## config.mk

```make
export PLATFORM = sky130hd
export DESIGN_NAME = bcs_regs
export DESIGN_NICKNAME = d
export VERILOG_FILES = /design/src/rtl/bcs_pkg.sv /design/src/rtl/bcs_pulse_gen.sv /design/src/rtl/bcs_regs.sv
export SDC_FILE = /design/constraint.sdc
export NUM_CORES = 1
export LEC_CHECK = 0
export BUFFER_PORTS_ARGS = -buffer_cell sky130_fd_sc_hd__buf_2
export CAP_MARGIN = 30
export CORE_UTILIZATION = 40
export DETAILED_ROUTE_END_ITERATION = 10
export GPL_TIMING_DRIVEN = 0
export HOLD_SLACK_MARGIN = 0.12
export SYNTH_ARGS = -nofsm -noshare
export SYNTH_HDL_FRONTEND = slang
export SYNTH_SLANG_ARGS = --single-unit
```

## constraint.sdc

```tcl
create_clock -name sys_clk -period 1.55 [get_ports sys_clk]
set_clock_uncertainty 0.05 [all_clocks]
set_input_delay 0.0775 -clock sys_clk [delete_from_list [all_inputs] [get_ports sys_clk]]
set_output_delay 0.0775 -clock sys_clk [all_outputs]
set_load 0.1 [all_outputs]
```

## src/rtl/bcs_pkg.sv

```systemverilog
// Package: register map, field positions, reset values, timing counts.
// Assumes a 100 MHz sys_clk.
package bcs_pkg;

  // ----------------------------------------------------------------
  // Register offsets
  // ----------------------------------------------------------------
  localparam logic [3:0] OFF_STATUS = 4'h0;
  localparam logic [3:0] OFF_PROFILE_MSB = 4'h7;
  localparam logic [3:0] OFF_COMMAND = 4'h8;
  localparam logic [3:0] OFF_VOLTAGE = 4'h9;
  localparam logic [3:0] OFF_BATT_CHG = 4'hA;
  localparam logic [3:0] OFF_WARNING = 4'hB;
  localparam logic [3:0] OFF_STORAGE = 4'hC;

  // ----------------------------------------------------------------
  // Field positions
  // ----------------------------------------------------------------
  localparam int BIT_LOWBAT = 7;
  localparam int BIT_EW = 6;
  localparam int BIT_ALARM = 5;
  localparam int BIT_READY = 0;
  localparam int BIT_ONDEMAND = 0;
  localparam int BIT_CONT = 1;
  localparam int BIT_FORCE = 2;
  localparam int BIT_OPTRST = 3;
  localparam int BIT_AUTO = 7;
  localparam int BIT_EW_EN = 4;
  localparam int BIT_CAPMAX = 4;

  // ----------------------------------------------------------------
  // Reset values
  // ----------------------------------------------------------------
  localparam logic [3:0] RST_VSET = 4'h9;
  localparam logic [3:0] RST_VFIX = 4'h0;
  localparam logic [2:0] RST_VMIN = 3'h0;
  localparam logic [2:0] RST_ICH = 3'h2;
  localparam logic [5:0] RST_PROF = 6'h01;
  localparam logic [2:0] ICH_MAX_LEGAL = 3'h4;
  localparam logic [5:0] PROF_FIXED = 6'h00;

  // ----------------------------------------------------------------
  // Timing
  // ----------------------------------------------------------------
  localparam int CLK_PERIOD_NS = 10;
  localparam int WARN_PULSE_NS = 1000;
  localparam int WARN_PULSE_CYC =
    (WARN_PULSE_NS + CLK_PERIOD_NS - 1) / CLK_PERIOD_NS;

  // ----------------------------------------------------------------
  // Types
  // ----------------------------------------------------------------
  typedef enum logic [3:0] {
    ST_STANDBY = 4'h1,
    ST_CHARGE = 4'h2,
    ST_ACTIVE = 4'h4,
    ST_IDLE = 4'h8
  } bcs_state_t;

  typedef struct packed {
    logic battery_low;
    logic storage_low;
    logic output_low;
    logic charge_start;
  } bcs_analog_t;

  typedef struct packed {
    logic [3:0] vset;
    logic [3:0] vfix;
    logic [2:0] vmin;
    logic [2:0] ich;
    logic [3:0] vew;
    logic ew_en;
    logic capmax_hi;
    logic auto_mode;
    logic ondemand;
    logic continuous;
    logic force_active;
    logic use_fixed;
  } bcs_config_t;

endpackage

```

## src/rtl/bcs_pulse_gen.sv

```systemverilog
// Pulse generator: holds busy high for a fixed number of cycles.
// Assumes trig is a one-cycle request on sys_clk.
`timescale 1ns/1ps
module bcs_pulse_gen #(
  parameter int CYCLES = 100
) (
  input wire logic sys_clk,
  input wire logic rst_b,
  input wire logic trig,
  output logic busy
);
  localparam int CW = $clog2(CYCLES + 1);
  logic [CW-1:0] cnt_ff;

  always_ff @(posedge sys_clk)
  begin
    if (!rst_b)
      cnt_ff <= '0;
    else if (trig)
      cnt_ff <= CW'(CYCLES);
    else if (cnt_ff != '0)
      cnt_ff <= cnt_ff - CW'(1);
  end

  assign busy = (cnt_ff != '0);
endmodule

```

## src/rtl/bcs_regs.sv

```systemverilog
// Control and status register bank of the energy booster.
// Assumes a synchronous byte-wide register port driven by the serial
// interface front end, and analog comparators synchronous to sys_clk.
//
// Behaviour
// - In Charge, battery below threshold sets low-battery status bit 7.
// - Low-battery flag stays set until power cycle; no access clears it.
// - In Active, storage below warning threshold sets status bit 6.
// - Early warning pulses ready pin low for the warning pulse width.
// - In Active, output below set voltage sets bit 5, ready driven low.
// - Early-warning and alarm flags clear when the next charge begins.
// - Status bit 0 reads ready indication, one when asserted.
// - Writing one to command bit 3 discards current profile optimizer result.
// - Auto-mode bit defaults one for two-wire, zero for SPI; SPI ignores ones.
// - Register 9 bits 3:0 select output 1.8 to 3.6 V; default 1001.
// - Register 9 bits 7:4 select storage target 3.4 to 11.0 V.
// - Fixed target applies only when profile index is zero.
// - Register 12 bit 4 selects max storage 9.9 V or 11.0 V.
// - Register 10 bits 2:0 select battery threshold 2.4 to 3.2 V.
// - Register 10 bits 7:5 charge current; default 010; 101-111 forbidden.
// - Active phase end returns to Charge in either operating mode.
// - Early warning raised only while enable bit 4 of register 11 set.
`timescale 1ns/1ps
module bcs_regs
  import bcs_pkg::*;
#(
  parameter bit SPI_VARIANT = 1'b0,
  parameter int PULSE_CYC = WARN_PULSE_CYC
) (
  input wire logic sys_clk,
  input wire logic rst_b,
  input wire logic reg_wr,
  input wire logic reg_rd,
  input wire logic [3:0] reg_addr,
  input wire logic [7:0] reg_wdata,
  output logic [7:0] reg_rdata,
  input wire bcs_pkg::bcs_analog_t analog_in,
  input wire logic active_done,
  input wire logic ready_level,
  output logic ready_pin,
  output logic opt_reset,
  output bcs_pkg::bcs_config_t cfg,
  output bcs_pkg::bcs_state_t state
);
  import bcs_pkg::*;

  // ----------------------------------------------------------------
  // Storage
  // ----------------------------------------------------------------
  logic low_battery_ff;
  logic early_warning_flag_ff;
  logic alarm_ff;
  logic [1:0] prof_hi_ff;
  logic [7:0] command_ff;
  logic [7:0] voltage_ff;
  logic [7:0] batt_chg_ff;
  logic [7:0] warning_ff;
  logic storage_ff;
  logic [7:0] rdata_ff;
  logic ready_pin_ff;
  logic opt_reset_ff;
  bcs_config_t cfg_ff;
  bcs_state_t state_ff;
  bcs_state_t nxt_state;
  logic warn_busy;
  logic ew_event;
  logic [5:0] profile;

  function automatic logic wr_hit(input logic [3:0] off);
    wr_hit = reg_wr && (reg_addr == off);
  endfunction

  assign profile = {prof_hi_ff, command_ff[7:4]};
  assign ew_event = (state_ff == ST_ACTIVE) && warning_ff[BIT_EW_EN]
                    && analog_in.storage_low;

  // ----------------------------------------------------------------
  // Operating state
  // ----------------------------------------------------------------
  always_comb
  begin
    nxt_state = state_ff;
    case (state_ff)
      ST_STANDBY:
        if (command_ff[BIT_ONDEMAND] || command_ff[BIT_CONT])
          nxt_state = ST_CHARGE;
      ST_CHARGE:
        if (command_ff[BIT_FORCE])
          nxt_state = ST_ACTIVE;
        else if (ready_level)
          nxt_state = ST_ACTIVE;
      ST_ACTIVE:
        if (active_done && !command_ff[BIT_FORCE])
          nxt_state = ST_CHARGE;
      default:
        nxt_state = ST_STANDBY;
    endcase
    if (!command_ff[BIT_ONDEMAND] && !command_ff[BIT_CONT]
        && !command_ff[BIT_FORCE])
      nxt_state = ST_STANDBY;
  end

  always_ff @(posedge sys_clk)
  begin
    if (!rst_b)
      state_ff <= ST_STANDBY;
    else
      state_ff <= nxt_state;
  end

  // ----------------------------------------------------------------
  // Status flags
  // ----------------------------------------------------------------
  always_ff @(posedge sys_clk)
  begin
    if (!rst_b)
      low_battery_ff <= 1'b0;
    else if ((state_ff == ST_CHARGE) && analog_in.battery_low)
      low_battery_ff <= 1'b1;
  end

  always_ff @(posedge sys_clk)
  begin
    if (!rst_b)
      early_warning_flag_ff <= 1'b0;
    else if (ew_event)
      early_warning_flag_ff <= 1'b1;
    else if (analog_in.charge_start)
      early_warning_flag_ff <= 1'b0;
  end

  always_ff @(posedge sys_clk)
  begin
    if (!rst_b)
      alarm_ff <= 1'b0;
    else if ((state_ff == ST_ACTIVE) && analog_in.output_low)
      alarm_ff <= 1'b1;
    else if (analog_in.charge_start)
      alarm_ff <= 1'b0;
  end

  bcs_pulse_gen #(
    .CYCLES(PULSE_CYC)
  ) u_pulse (
    .sys_clk(sys_clk),
    .rst_b(rst_b),
    .trig(ew_event && !early_warning_flag_ff),
    .busy(warn_busy)
  );

  always_ff @(posedge sys_clk)
  begin
    if (!rst_b)
      ready_pin_ff <= 1'b0;
    else
      ready_pin_ff <= ready_level && !warn_busy && !alarm_ff;
  end

  // ----------------------------------------------------------------
  // Writable registers
  // ----------------------------------------------------------------
  always_ff @(posedge sys_clk)
  begin
    if (!rst_b)
    begin
      prof_hi_ff <= RST_PROF[5:4];
      command_ff <= {RST_PROF[3:0], 4'h0};
      voltage_ff <= {RST_VFIX, RST_VSET};
      batt_chg_ff <= {RST_ICH, 2'b00, RST_VMIN};
      warning_ff <= {!SPI_VARIANT, 7'h00};
      storage_ff <= 1'b0;
    end
    else
    begin
      if (wr_hit(OFF_PROFILE_MSB))
        prof_hi_ff <= reg_wdata[1:0];
      if (wr_hit(OFF_COMMAND))
        command_ff <= {reg_wdata[7:4], 1'b0, reg_wdata[2:0]};
      if (wr_hit(OFF_VOLTAGE))
        voltage_ff <= reg_wdata;
      if (wr_hit(OFF_BATT_CHG))
        batt_chg_ff <= {reg_wdata[7:4], 1'b0, reg_wdata[2:0]};
      if (wr_hit(OFF_WARNING))
        warning_ff <= {reg_wdata[BIT_AUTO] && !SPI_VARIANT, 2'b00,
                       reg_wdata[4:0]};
      if (wr_hit(OFF_STORAGE))
        storage_ff <= reg_wdata[BIT_CAPMAX];
    end
  end

  always_ff @(posedge sys_clk)
  begin
    if (!rst_b)
      opt_reset_ff <= 1'b0;
    else
      opt_reset_ff <= wr_hit(OFF_COMMAND) && reg_wdata[BIT_OPTRST];
  end

  // ----------------------------------------------------------------
  // Configuration out
  // ----------------------------------------------------------------
  always_ff @(posedge sys_clk)
  begin
    if (!rst_b)
      cfg_ff <= '0;
    else
    begin
      cfg_ff.vset <= voltage_ff[3:0];
      cfg_ff.vfix <= voltage_ff[7:4];
      cfg_ff.vmin <= batt_chg_ff[2:0];
      cfg_ff.ich <= (batt_chg_ff[7:5] > ICH_MAX_LEGAL) ? ICH_MAX_LEGAL
                    : batt_chg_ff[7:5];
      cfg_ff.vew <= warning_ff[3:0];
      cfg_ff.ew_en <= warning_ff[BIT_EW_EN];
      cfg_ff.capmax_hi <= storage_ff;
      cfg_ff.auto_mode <= warning_ff[BIT_AUTO];
      cfg_ff.ondemand <= command_ff[BIT_ONDEMAND];
      cfg_ff.continuous <= command_ff[BIT_CONT];
      cfg_ff.force_active <= command_ff[BIT_FORCE];
      cfg_ff.use_fixed <= (profile == PROF_FIXED);
    end
  end

  // ----------------------------------------------------------------
  // Read path
  // ----------------------------------------------------------------
  always_ff @(posedge sys_clk)
  begin
    if (!rst_b)
      rdata_ff <= 8'h00;
    else if (reg_rd)
    begin
      if (reg_addr == OFF_STATUS)
        rdata_ff <= {low_battery_ff, early_warning_flag_ff, alarm_ff,
                     4'h0, ready_pin_ff};
      else if (reg_addr == OFF_PROFILE_MSB)
        rdata_ff <= {6'h00, prof_hi_ff};
      else if (reg_addr == OFF_COMMAND)
        rdata_ff <= command_ff;
      else if (reg_addr == OFF_VOLTAGE)
        rdata_ff <= voltage_ff;
      else if (reg_addr == OFF_BATT_CHG)
        rdata_ff <= batt_chg_ff;
      else if (reg_addr == OFF_WARNING)
        rdata_ff <= warning_ff;
      else if (reg_addr == OFF_STORAGE)
        rdata_ff <= {3'h0, storage_ff, 4'h0};
      else
        rdata_ff <= 8'h00;
    end
  end

  assign reg_rdata = rdata_ff;
  assign ready_pin = ready_pin_ff;
  assign opt_reset = opt_reset_ff;
  assign cfg = cfg_ff;
  assign state = state_ff;
endmodule

```

==> summary.txt, run 1 <==
Warnings from Yosys = 0
Total Nets Final = 450
Number of remaining DRC errors = 0
Post-route minimum period = 1530 ps
Number of port buffers = 55
Fraction of the yosys area taken by sequential cells = 48.4%
Die Area = 8530 um^2
Maximum capacitance violations = 0
Data arrival, critical path = 1710 ps
Root buffer selected by CTS = sky130_fd_sc_hd__clkbuf_8
Synth Area in Simple Gates = 25.6%
Synth Area in Compound Gates = 13.1%
Setup TNS = 0 ps
Clock-pin slew reported for the worst setup and hold paths after clock tree synthesis = 90 ps
Hold-critical path endpoint = reg_rdata[6]
Required time worst endpoint = 1730 ps
Cell types with the largest area share after synthesis = sky130_fd_sc_hd__dfxtp_1, sky130_fd_sc_hd__mux2i_1, sky130_fd_sc_hd__and2_1
Element type at the critical path start = input port
Post-Place Setup Slack = 13.2 ps
Die height = 92.4 um
Depth of the worst register-to-register path = 4
Floorplan Core Area = 7810 um^2
Post-synth top area cell = sky130_fd_sc_hd__dfxtp_1
Number of buffers inserted during clock tree synthesis = 9
Cell depth of the worst min-delay path = 4
Gate count after technology mapping = 342
Worst-path fanout max = 10
First-iteration detailed-routing DRC count = 122
Buffer levels on the longest clock path = 2
Post-synthesis share of cell area spent on full adders, half adders and majority gates = 0.383%
RSZ-0062 raised after global routing = no
Overall global routing resource usage = 20.1%
I/O pins = 61
Count of pins over their slew limit = 0
Number of H-tree branching levels = 3
Mux share of post-synthesis cell area = 6.93%
Number of routed nets with antenna violations = 0
DP Area = 3680 um^2
Global route total overflow = 0
Critical hold path startpoint = reg_addr[0]
Antenna cells = 0
R2r endpoint = u_pulse.cnt_ff[2]
Largest net degree at the start of global routing = 16
Final worst path period share = 98.9%
Width of the chip = 92.4 um
Total routed wirelength = 8.16 mm
Vias post-DR = 2700
Total count of hold-check failures in the final report = 0
Dominant combinational cell family by area after synthesis = simple AND/OR/NAND/NOR gates
Cell area after layout = 4120 um^2
Clock tree from TritonCTS = yes
Most used flip-flop cell after synthesis = sky130_fd_sc_hd__dfxtp_1
Power Density = 1160 nW/um^2
Antenna violations before repair = 0
Clock latency at the later pin of the worst-skew pair = 350 ps
Area grow syn2layout = 26.2%
Setup violations, final = 0
Vias in the first global route = 2519
Top cell type's share of synthesized area = 48.4%
Leakage power figure = 1.71 nW
Run status = complete, no violations
Number of enable-type register cells in the synthesized netlist = 0
Peak VDD IR = 0.729 mV
Avg Vias per Cell = 5.06
Share of synthesized registers carrying an async set or reset = 0%
R2r setup slk = 80 ps
Most frequent cell after synthesis = sky130_fd_sc_hd__dfxtp_1
Gpl congestion = 0.831
Max Fclk = 652 MHz
Total number of clock tree sinks = 79
Pin slew with the least headroom to its limit = 690 ps
Synth cell types = 52
Synthesized area = 3270 um^2
Post-synthesis register bit count = 79
Reg-to-reg critical path startpoint = u_pulse.cnt_ff[2]
Critical path start-end classification = input port to flip-flop
Post-DR wirelength/cell = 15.3 um
Worst relative slew slack = 53.6%
Average cell area after synthesis = 9.55 um^2
Detailed-routing iteration count for the pre-antenna-repair pass = 4
Commonest cells in the netlist = sky130_fd_sc_hd__dfxtp_1, sky130_fd_sc_hd__nand2_1, sky130_fd_sc_hd__and2_1
Fraction of layout cells with a size suffix above 1 = 23.1%
Initial cell density of the core = 41.8%
Placed wire-length estimate after detailed placement = 5.72 mm
Min setup slack post-route = 17.2 ps
Wire length of the first global-routing pass = 12.9 mm
Cell Rows = 32
Syn_nets = 365
CP Capture Type = flip-flop
Xor-xnor portion of the synthesized cell area = 0.804%
Worst min-delay path class = input port to flip-flop
-- logic make-up (layout without fill, tap and decap cells) --
family                     Yosys count  after routing
other                                1              1
muxes                               20             20
AOI/OAI and AO/OA                   65             65
xor gates and xnor gates             3              3
DFF                                 79             79
adders and majority gates            1              1
buffers and inverters               30            120
and+or+nand+nor                    143            143
-- worst max-delay path, cell delays in order --
cell and delay (ps):
sky130_fd_sc_hd__dlygate4sd3_1 550, sky130_fd_sc_hd__buf_6 150, sky130_fd_sc_hd__and2b_1 160, sky130_fd_sc_hd__buf_4 180, sky130_fd_sc_hd__and4b_1 190, sky130_fd_sc_hd__nor3_1 270
sky130_fd_sc_hd__o41ai_2 120
-- routing by layer --
metal	GRT usage, %	vias up	part of all wire, %
li1	-	1342	-
met1	26.8	1273	47
met2	31.5	70	46
met3	3.78	15	4.5
met4	9.11	0	2.4
met5	0	-	0
-- state kept, by name, indices dropped and copies added (netlist names) --
signal / count
ready_pin: 1
voltage_ff: 8
cfg: 25
prof_hi_ff: 2
state: 3
opt_reset: 1
reg_rdata: 8
u_pulse.cnt_ff: 7
early_warning_flag_ff: 1
warning_ff: 6
alarm_ff: 1
batt_chg_ff: 7
command_ff: 7
low_battery_ff: 1
storage_ff: 1
-- metrics by stage --
stage	util [%]	hold slack (ps)	cells	total power, W
2_1_floorplan	-	141	342	0.00287
3_3_place_gp	47.1	281	499	0.00304
3_5_place_dp	47.1	276	499	0.00306
4_1_cts	52.4	156	533	0.00480
5_1_grt	52.8	195	534	0.00501
6_report	52.8	166	534	0.00479
-- layout make-up --
class                   instances  area, um^2
inverters                       8        30.0
clock buffers                   9         124
well taps                     102         128
flip-flops and latches         79        1590
repair buffers                 75         470
clock inverters                 7         103
plain buffers                  21         118
multi-input cells             233        1560
fillers                       749        3690
-- worst max path at each step --
stage	start	endpoint	slack (ps)
after global routing	reg_addr[3]	reg_rdata[1]	9
after global placement	reg_addr[2]	reg_rdata[5]	-40
after CTS	reg_addr[3]	reg_rdata[1]	30
after detailed placement	reg_addr[2]	reg_rdata[5]	10
final	reg_addr[3]	reg_rdata[1]	20
after floorplan	state[2]	u_pulse.cnt_ff[3]	40
-- power by group --
| group | switching (W) | internal (W) | leakage [nW] | total (W) |
|---|---|---|---|---|
| Clock | 0.000789 | 0.000926 | 0.111 | 0.00171 |
| Sequential | 0.0000867 | 0.00212 | 0.642 | 0.00220 |
| Combinational | 0.000543 | 0.000324 | 0.959 | 0.000867 |
-- cells in the final DEF (no fill, tap or decap), types with 9 or more instances in the layout --
| master | netlist | routed |
|---|---|---|
| sky130_fd_sc_hd__dfxtp_1 | 79 | 76 |
| sky130_fd_sc_hd__buf_2 | 3 | 58 |
| sky130_fd_sc_hd__nand2_1 | 35 | 35 |
| sky130_fd_sc_hd__and2_1 | 22 | 22 |
| sky130_fd_sc_hd__nor2b_1 | 20 | 20 |
| sky130_fd_sc_hd__o21ai_0 | 20 | 20 |
| sky130_fd_sc_hd__a21boi_0 | 18 | 18 |
| sky130_fd_sc_hd__dlygate4sd3_1 | 0 | 18 |
| sky130_fd_sc_hd__mux2i_1 | 17 | 17 |
| sky130_fd_sc_hd__nor2_1 | 13 | 13 |
| sky130_fd_sc_hd__clkbuf_1 | 11 | 10 |
| sky130_fd_sc_hd__nor3_1 | 10 | 10 |
| sky130_fd_sc_hd__nand3_1 | 9 | 9 |
| sky130_fd_sc_hd__clkbuf_8 | 0 | 9 |
-- timing repair --
item / in CTS / in global routing
setup buffers: 0 / 2
hold endpoints to repair: 44 / 0
hold buffers: 18 / 0
resized for setup: 0 / 5
setup endpoints to repair: 0 / 15
(Power assumes the default switching activity.)
==> run 2: changes to the inputs <==
--- a/config.mk
+++ b/config.mk
@@ -5,6 +5,7 @@
 export SDC_FILE = /design/constraint.sdc
 export NUM_CORES = 1
 export LEC_CHECK = 0
+export ABC_AREA = 1
 export BUFFER_PORTS_ARGS = -buffer_cell sky130_fd_sc_hd__buf_2
 export CAP_MARGIN = 30
 export CORE_UTILIZATION = 40
==> summary.txt, run 2 <==
Run status = complete, no violations
Critical path start-end classification = input port to flip-flop
Number of H-tree branching levels = 3
Initial cell density of the core = 41.0%
Reg-to-reg critical path startpoint = u_pulse.cnt_ff[0]
Dominant delay contributor by cell family on the critical path = buffers and inverters
Total routed wirelength = 7.91 mm
Synthesized area = 3160 um^2
Placed wire-length estimate after detailed placement = 5.69 mm
Power Density = 1110 nW/um^2
Final worst path period share = 93.0%
Worst relative slew slack = 62.7%
Leakage power figure = 1.97 nW
Number of buffers inserted during clock tree synthesis = 9
Delay of the slowest critical-path stage = 520 ps
Buffer levels on the longest clock path = 2
Fraction of the yosys area taken by sequential cells = 50.1%
Post-synth top area cell = sky130_fd_sc_hd__dfxtp_1
Net switching power of the design = 0.00137 W
Logic pwr share = 19.2%
Number of routed nets with antenna violations = 0
Gate count after technology mapping = 411
Met3 track utilization from global routing = 4.12%
Required time worst endpoint = 1740 ps
Detailed-routing iteration count for the pre-antenna-repair pass = 4
Max reg flops = 25
Root buffer selected by CTS = sky130_fd_sc_hd__clkbuf_8
Crit path buffers/inverters = 5
Antenna violations before repair = 0
Clock tree from TritonCTS = yes
Worst-path fanout max = 10
Width of the chip = 90.8 um
RSZ-0062 raised after global routing = no
Crit path cell chain = dlygate4sd3_1 > buf_2 > inv_2 > nor2_8 > nand2_2 > nor2_4 > inv_2 > buf_6 > o21ai_2 > a21oi_2
Worst min-delay path class = input port to flip-flop
Total count of hold-check failures in the final report = 0
Filler Cells Inserted = 784
Data arrival, critical path = 1630 ps
CP Capture Type = flip-flop
Global routing usage on met2 = 31.8%
Peak VDD IR = 0.706 mV
Cell Rows = 32
Worst path slowest cell = sky130_fd_sc_hd__dlygate4sd3_1
Most used flip-flop cell after synthesis = sky130_fd_sc_hd__dfxtp_1
Clock latency at the later pin of the worst-skew pair = 350 ps
I/O pins = 61
Cell types with the largest area share after synthesis = sky130_fd_sc_hd__dfxtp_1, sky130_fd_sc_hd__nand2_1, sky130_fd_sc_hd__inv_1
Floorplan Core Area = 7690 um^2
Vias post-DR = 2898
Element type at the critical path start = input port
Warnings from Yosys = 0
Die Area = 8250 um^2
Count of pins over their slew limit = 0
Reg power frac = 48.9%
Combined area of the multi-input logic cells = 1240 um^2
Post-synthesis register bit count = 79
DP Area = 3590 um^2
Most used routing layer = met2
Antenna cells = 0
Top cell type's share of synthesized area = 50.1%
Start point of the critical path = reg_addr[3]
Clock-pin slew reported for the worst setup and hold paths after clock tree synthesis = 70 ps
Number of remaining DRC errors = 0
Share of synthesized registers carrying an async set or reset = 0%
GRT met1 Usage = 25.1%
Fraction of layout cells with a size suffix above 1 = 22.2%
Number of enable-type register cells in the synthesized netlist = 0
Avg Vias per Cell = 4.74
Largest net degree at the start of global routing = 14
Synth cell types = 37
Int Power = 0.00311 W
Setup violations, final = 0
Leading cell types in the layout, fill and taps excluded = sky130_fd_sc_hd__nand2_1, sky130_fd_sc_hd__dfxtp_1, sky130_fd_sc_hd__inv_1
First-iteration detailed-routing DRC count = 174
Switching portion of total power = 30.6%
R2r setup slk = 190 ps
Cell area after layout = 4020 um^2
Number of port buffers = 59
Total Nets Final = 527
Overall global routing resource usage = 19.8%
Wire length of the first global-routing pass = 12.6 mm
Average cell area after synthesis = 7.68 um^2
Max Fclk = 694 MHz
Maximum capacitance violations = 0
Setup TNS = 0 ps
Gpl congestion = 0.877
Commonest cells in the netlist = sky130_fd_sc_hd__dfxtp_1, sky130_fd_sc_hd__nand2_1, sky130_fd_sc_hd__inv_1
Total number of clock tree sinks = 79
Part of the total power dissipated in the clock network = 31.9%
Total Power = 0.00447 W
Vias in the first global route = 2670
Pin slew with the least headroom to its limit = 560 ps
Global route total overflow = 0
Critical hold path startpoint = rst_b
Critical path's most frequent cell = sky130_fd_sc_hd__inv_2
Post-route minimum period = 1440 ps
Commonest non-fill, non-tap cell in the layout = sky130_fd_sc_hd__nand2_1
Syn_nets = 434
Sequential Area = 1590 um^2
Area grow syn2layout = 27.3%
Die height = 90.8 um
Post-DR wirelength/cell = 12.9 um
[run 2: cell count changes after synthesis, moves of 15 or more]
cell                       before  now
sky130_fd_sc_hd__a21boi_0      18    0
sky130_fd_sc_hd__a21oi_1        5   36
sky130_fd_sc_hd__and2_1        22    0
sky130_fd_sc_hd__inv_1          8   66
sky130_fd_sc_hd__mux2i_1       17    0
sky130_fd_sc_hd__nand2_1       35   79
sky130_fd_sc_hd__nor2_1        13   33
sky130_fd_sc_hd__nor2b_1       20    0
sky130_fd_sc_hd__o21ai_1        0   15
[run 2: power groups by stage]
| stage | clock (W) | sequential [W] | combinational (W) |
|---|---|---|---|
| after global placement | 0 | 0.00223 | 0.000800 |
| after CTS | 0.00146 | 0.00219 | 0.000856 |
| final | 0.00143 | 0.00219 | 0.000861 |
| after detailed placement | 0 | 0.00223 | 0.000812 |
| after global routing | 0.00154 | 0.00220 | 0.000952 |
| after floorplan | 0 | 0.00242 | 0.000436 |
[run 2: layer usage]
layer / up-vias / wire [um] / share of wire, %
met4: 0 / 200 / 2.5
met2: 86 / 3620 / 46
met3: 19 / 474 / 6.0
li1: 1482 / - / -
met1: 1311 / 3610 / 46
met5: - / 0 / 0
[run 2: cell families (layout without fill, tap and decap cells)]
group                    after synthesis  count (layout)  share of synthesized area, %
AO/OA/AOI/OAI                         91              91                          15.7
other                                  1               1                         0.119
flip-flops                            79              79                          50.1
XOR/XNOR                               2               2                         0.555
adder cells (fa/ha/maj)                1               1                         0.396
AND/OR/NAND/NOR                      151             151                          22.0
buffers and inverters                 86             184                          11.1
[run 2: area by class of cell]
cell class                      count  share of cell area [%]
Clock buffer                       13                    4.20
Clock inverter                      3                   0.436
Inverter                           74                    6.91
Timing Repair Buffer               82                    13.0
Multi-Input combinational cell    246                    30.9
Sequential cell                    79                    39.6
Buffer                             12                    1.81
Tap cell                          102                    3.18
[run 2: what timing repair did]
item | 4_1_cts | 5_1_grt
setup buffers | 0 | 2
setup endpoints to repair | 0 | 10
gates resized for setup | 0 | 4
endpoints found under the hold margin | 43 | 0
hold buffers | 21 | 0
[run 2: tightest hold or removal path, delay by kind of cell]
kind	cells	cell delay (ps)
and+or+nand+nor	1	80
buffers and inverters	3	320
[run 2: per-stage QoR]
| step | util [%] | setup slack [ps] | hold WS, ps | cells |
|---|---|---|---|---|
| after floorplan | - | 87.3 | 141 | 411 |
| after global placement | 46.7 | 137 | 261 | 572 |
| after detailed placement | 46.7 | 101 | 273 | 572 |
| after CTS | 51.8 | 95.3 | 121 | 609 |
| after global routing | 52.3 | 2.32 | 130 | 611 |
| final | 52.3 | 108 | 130 | 611 |
[run 2: worst paths after layout]
kind	end	cells past startpoint
worst max register to register	u_pulse.cnt_ff[0]	8
worst max-delay path	batt_chg_ff[5]	10
worst min-delay path	cfg[1]	4
worst min register to register	cfg[15]	2
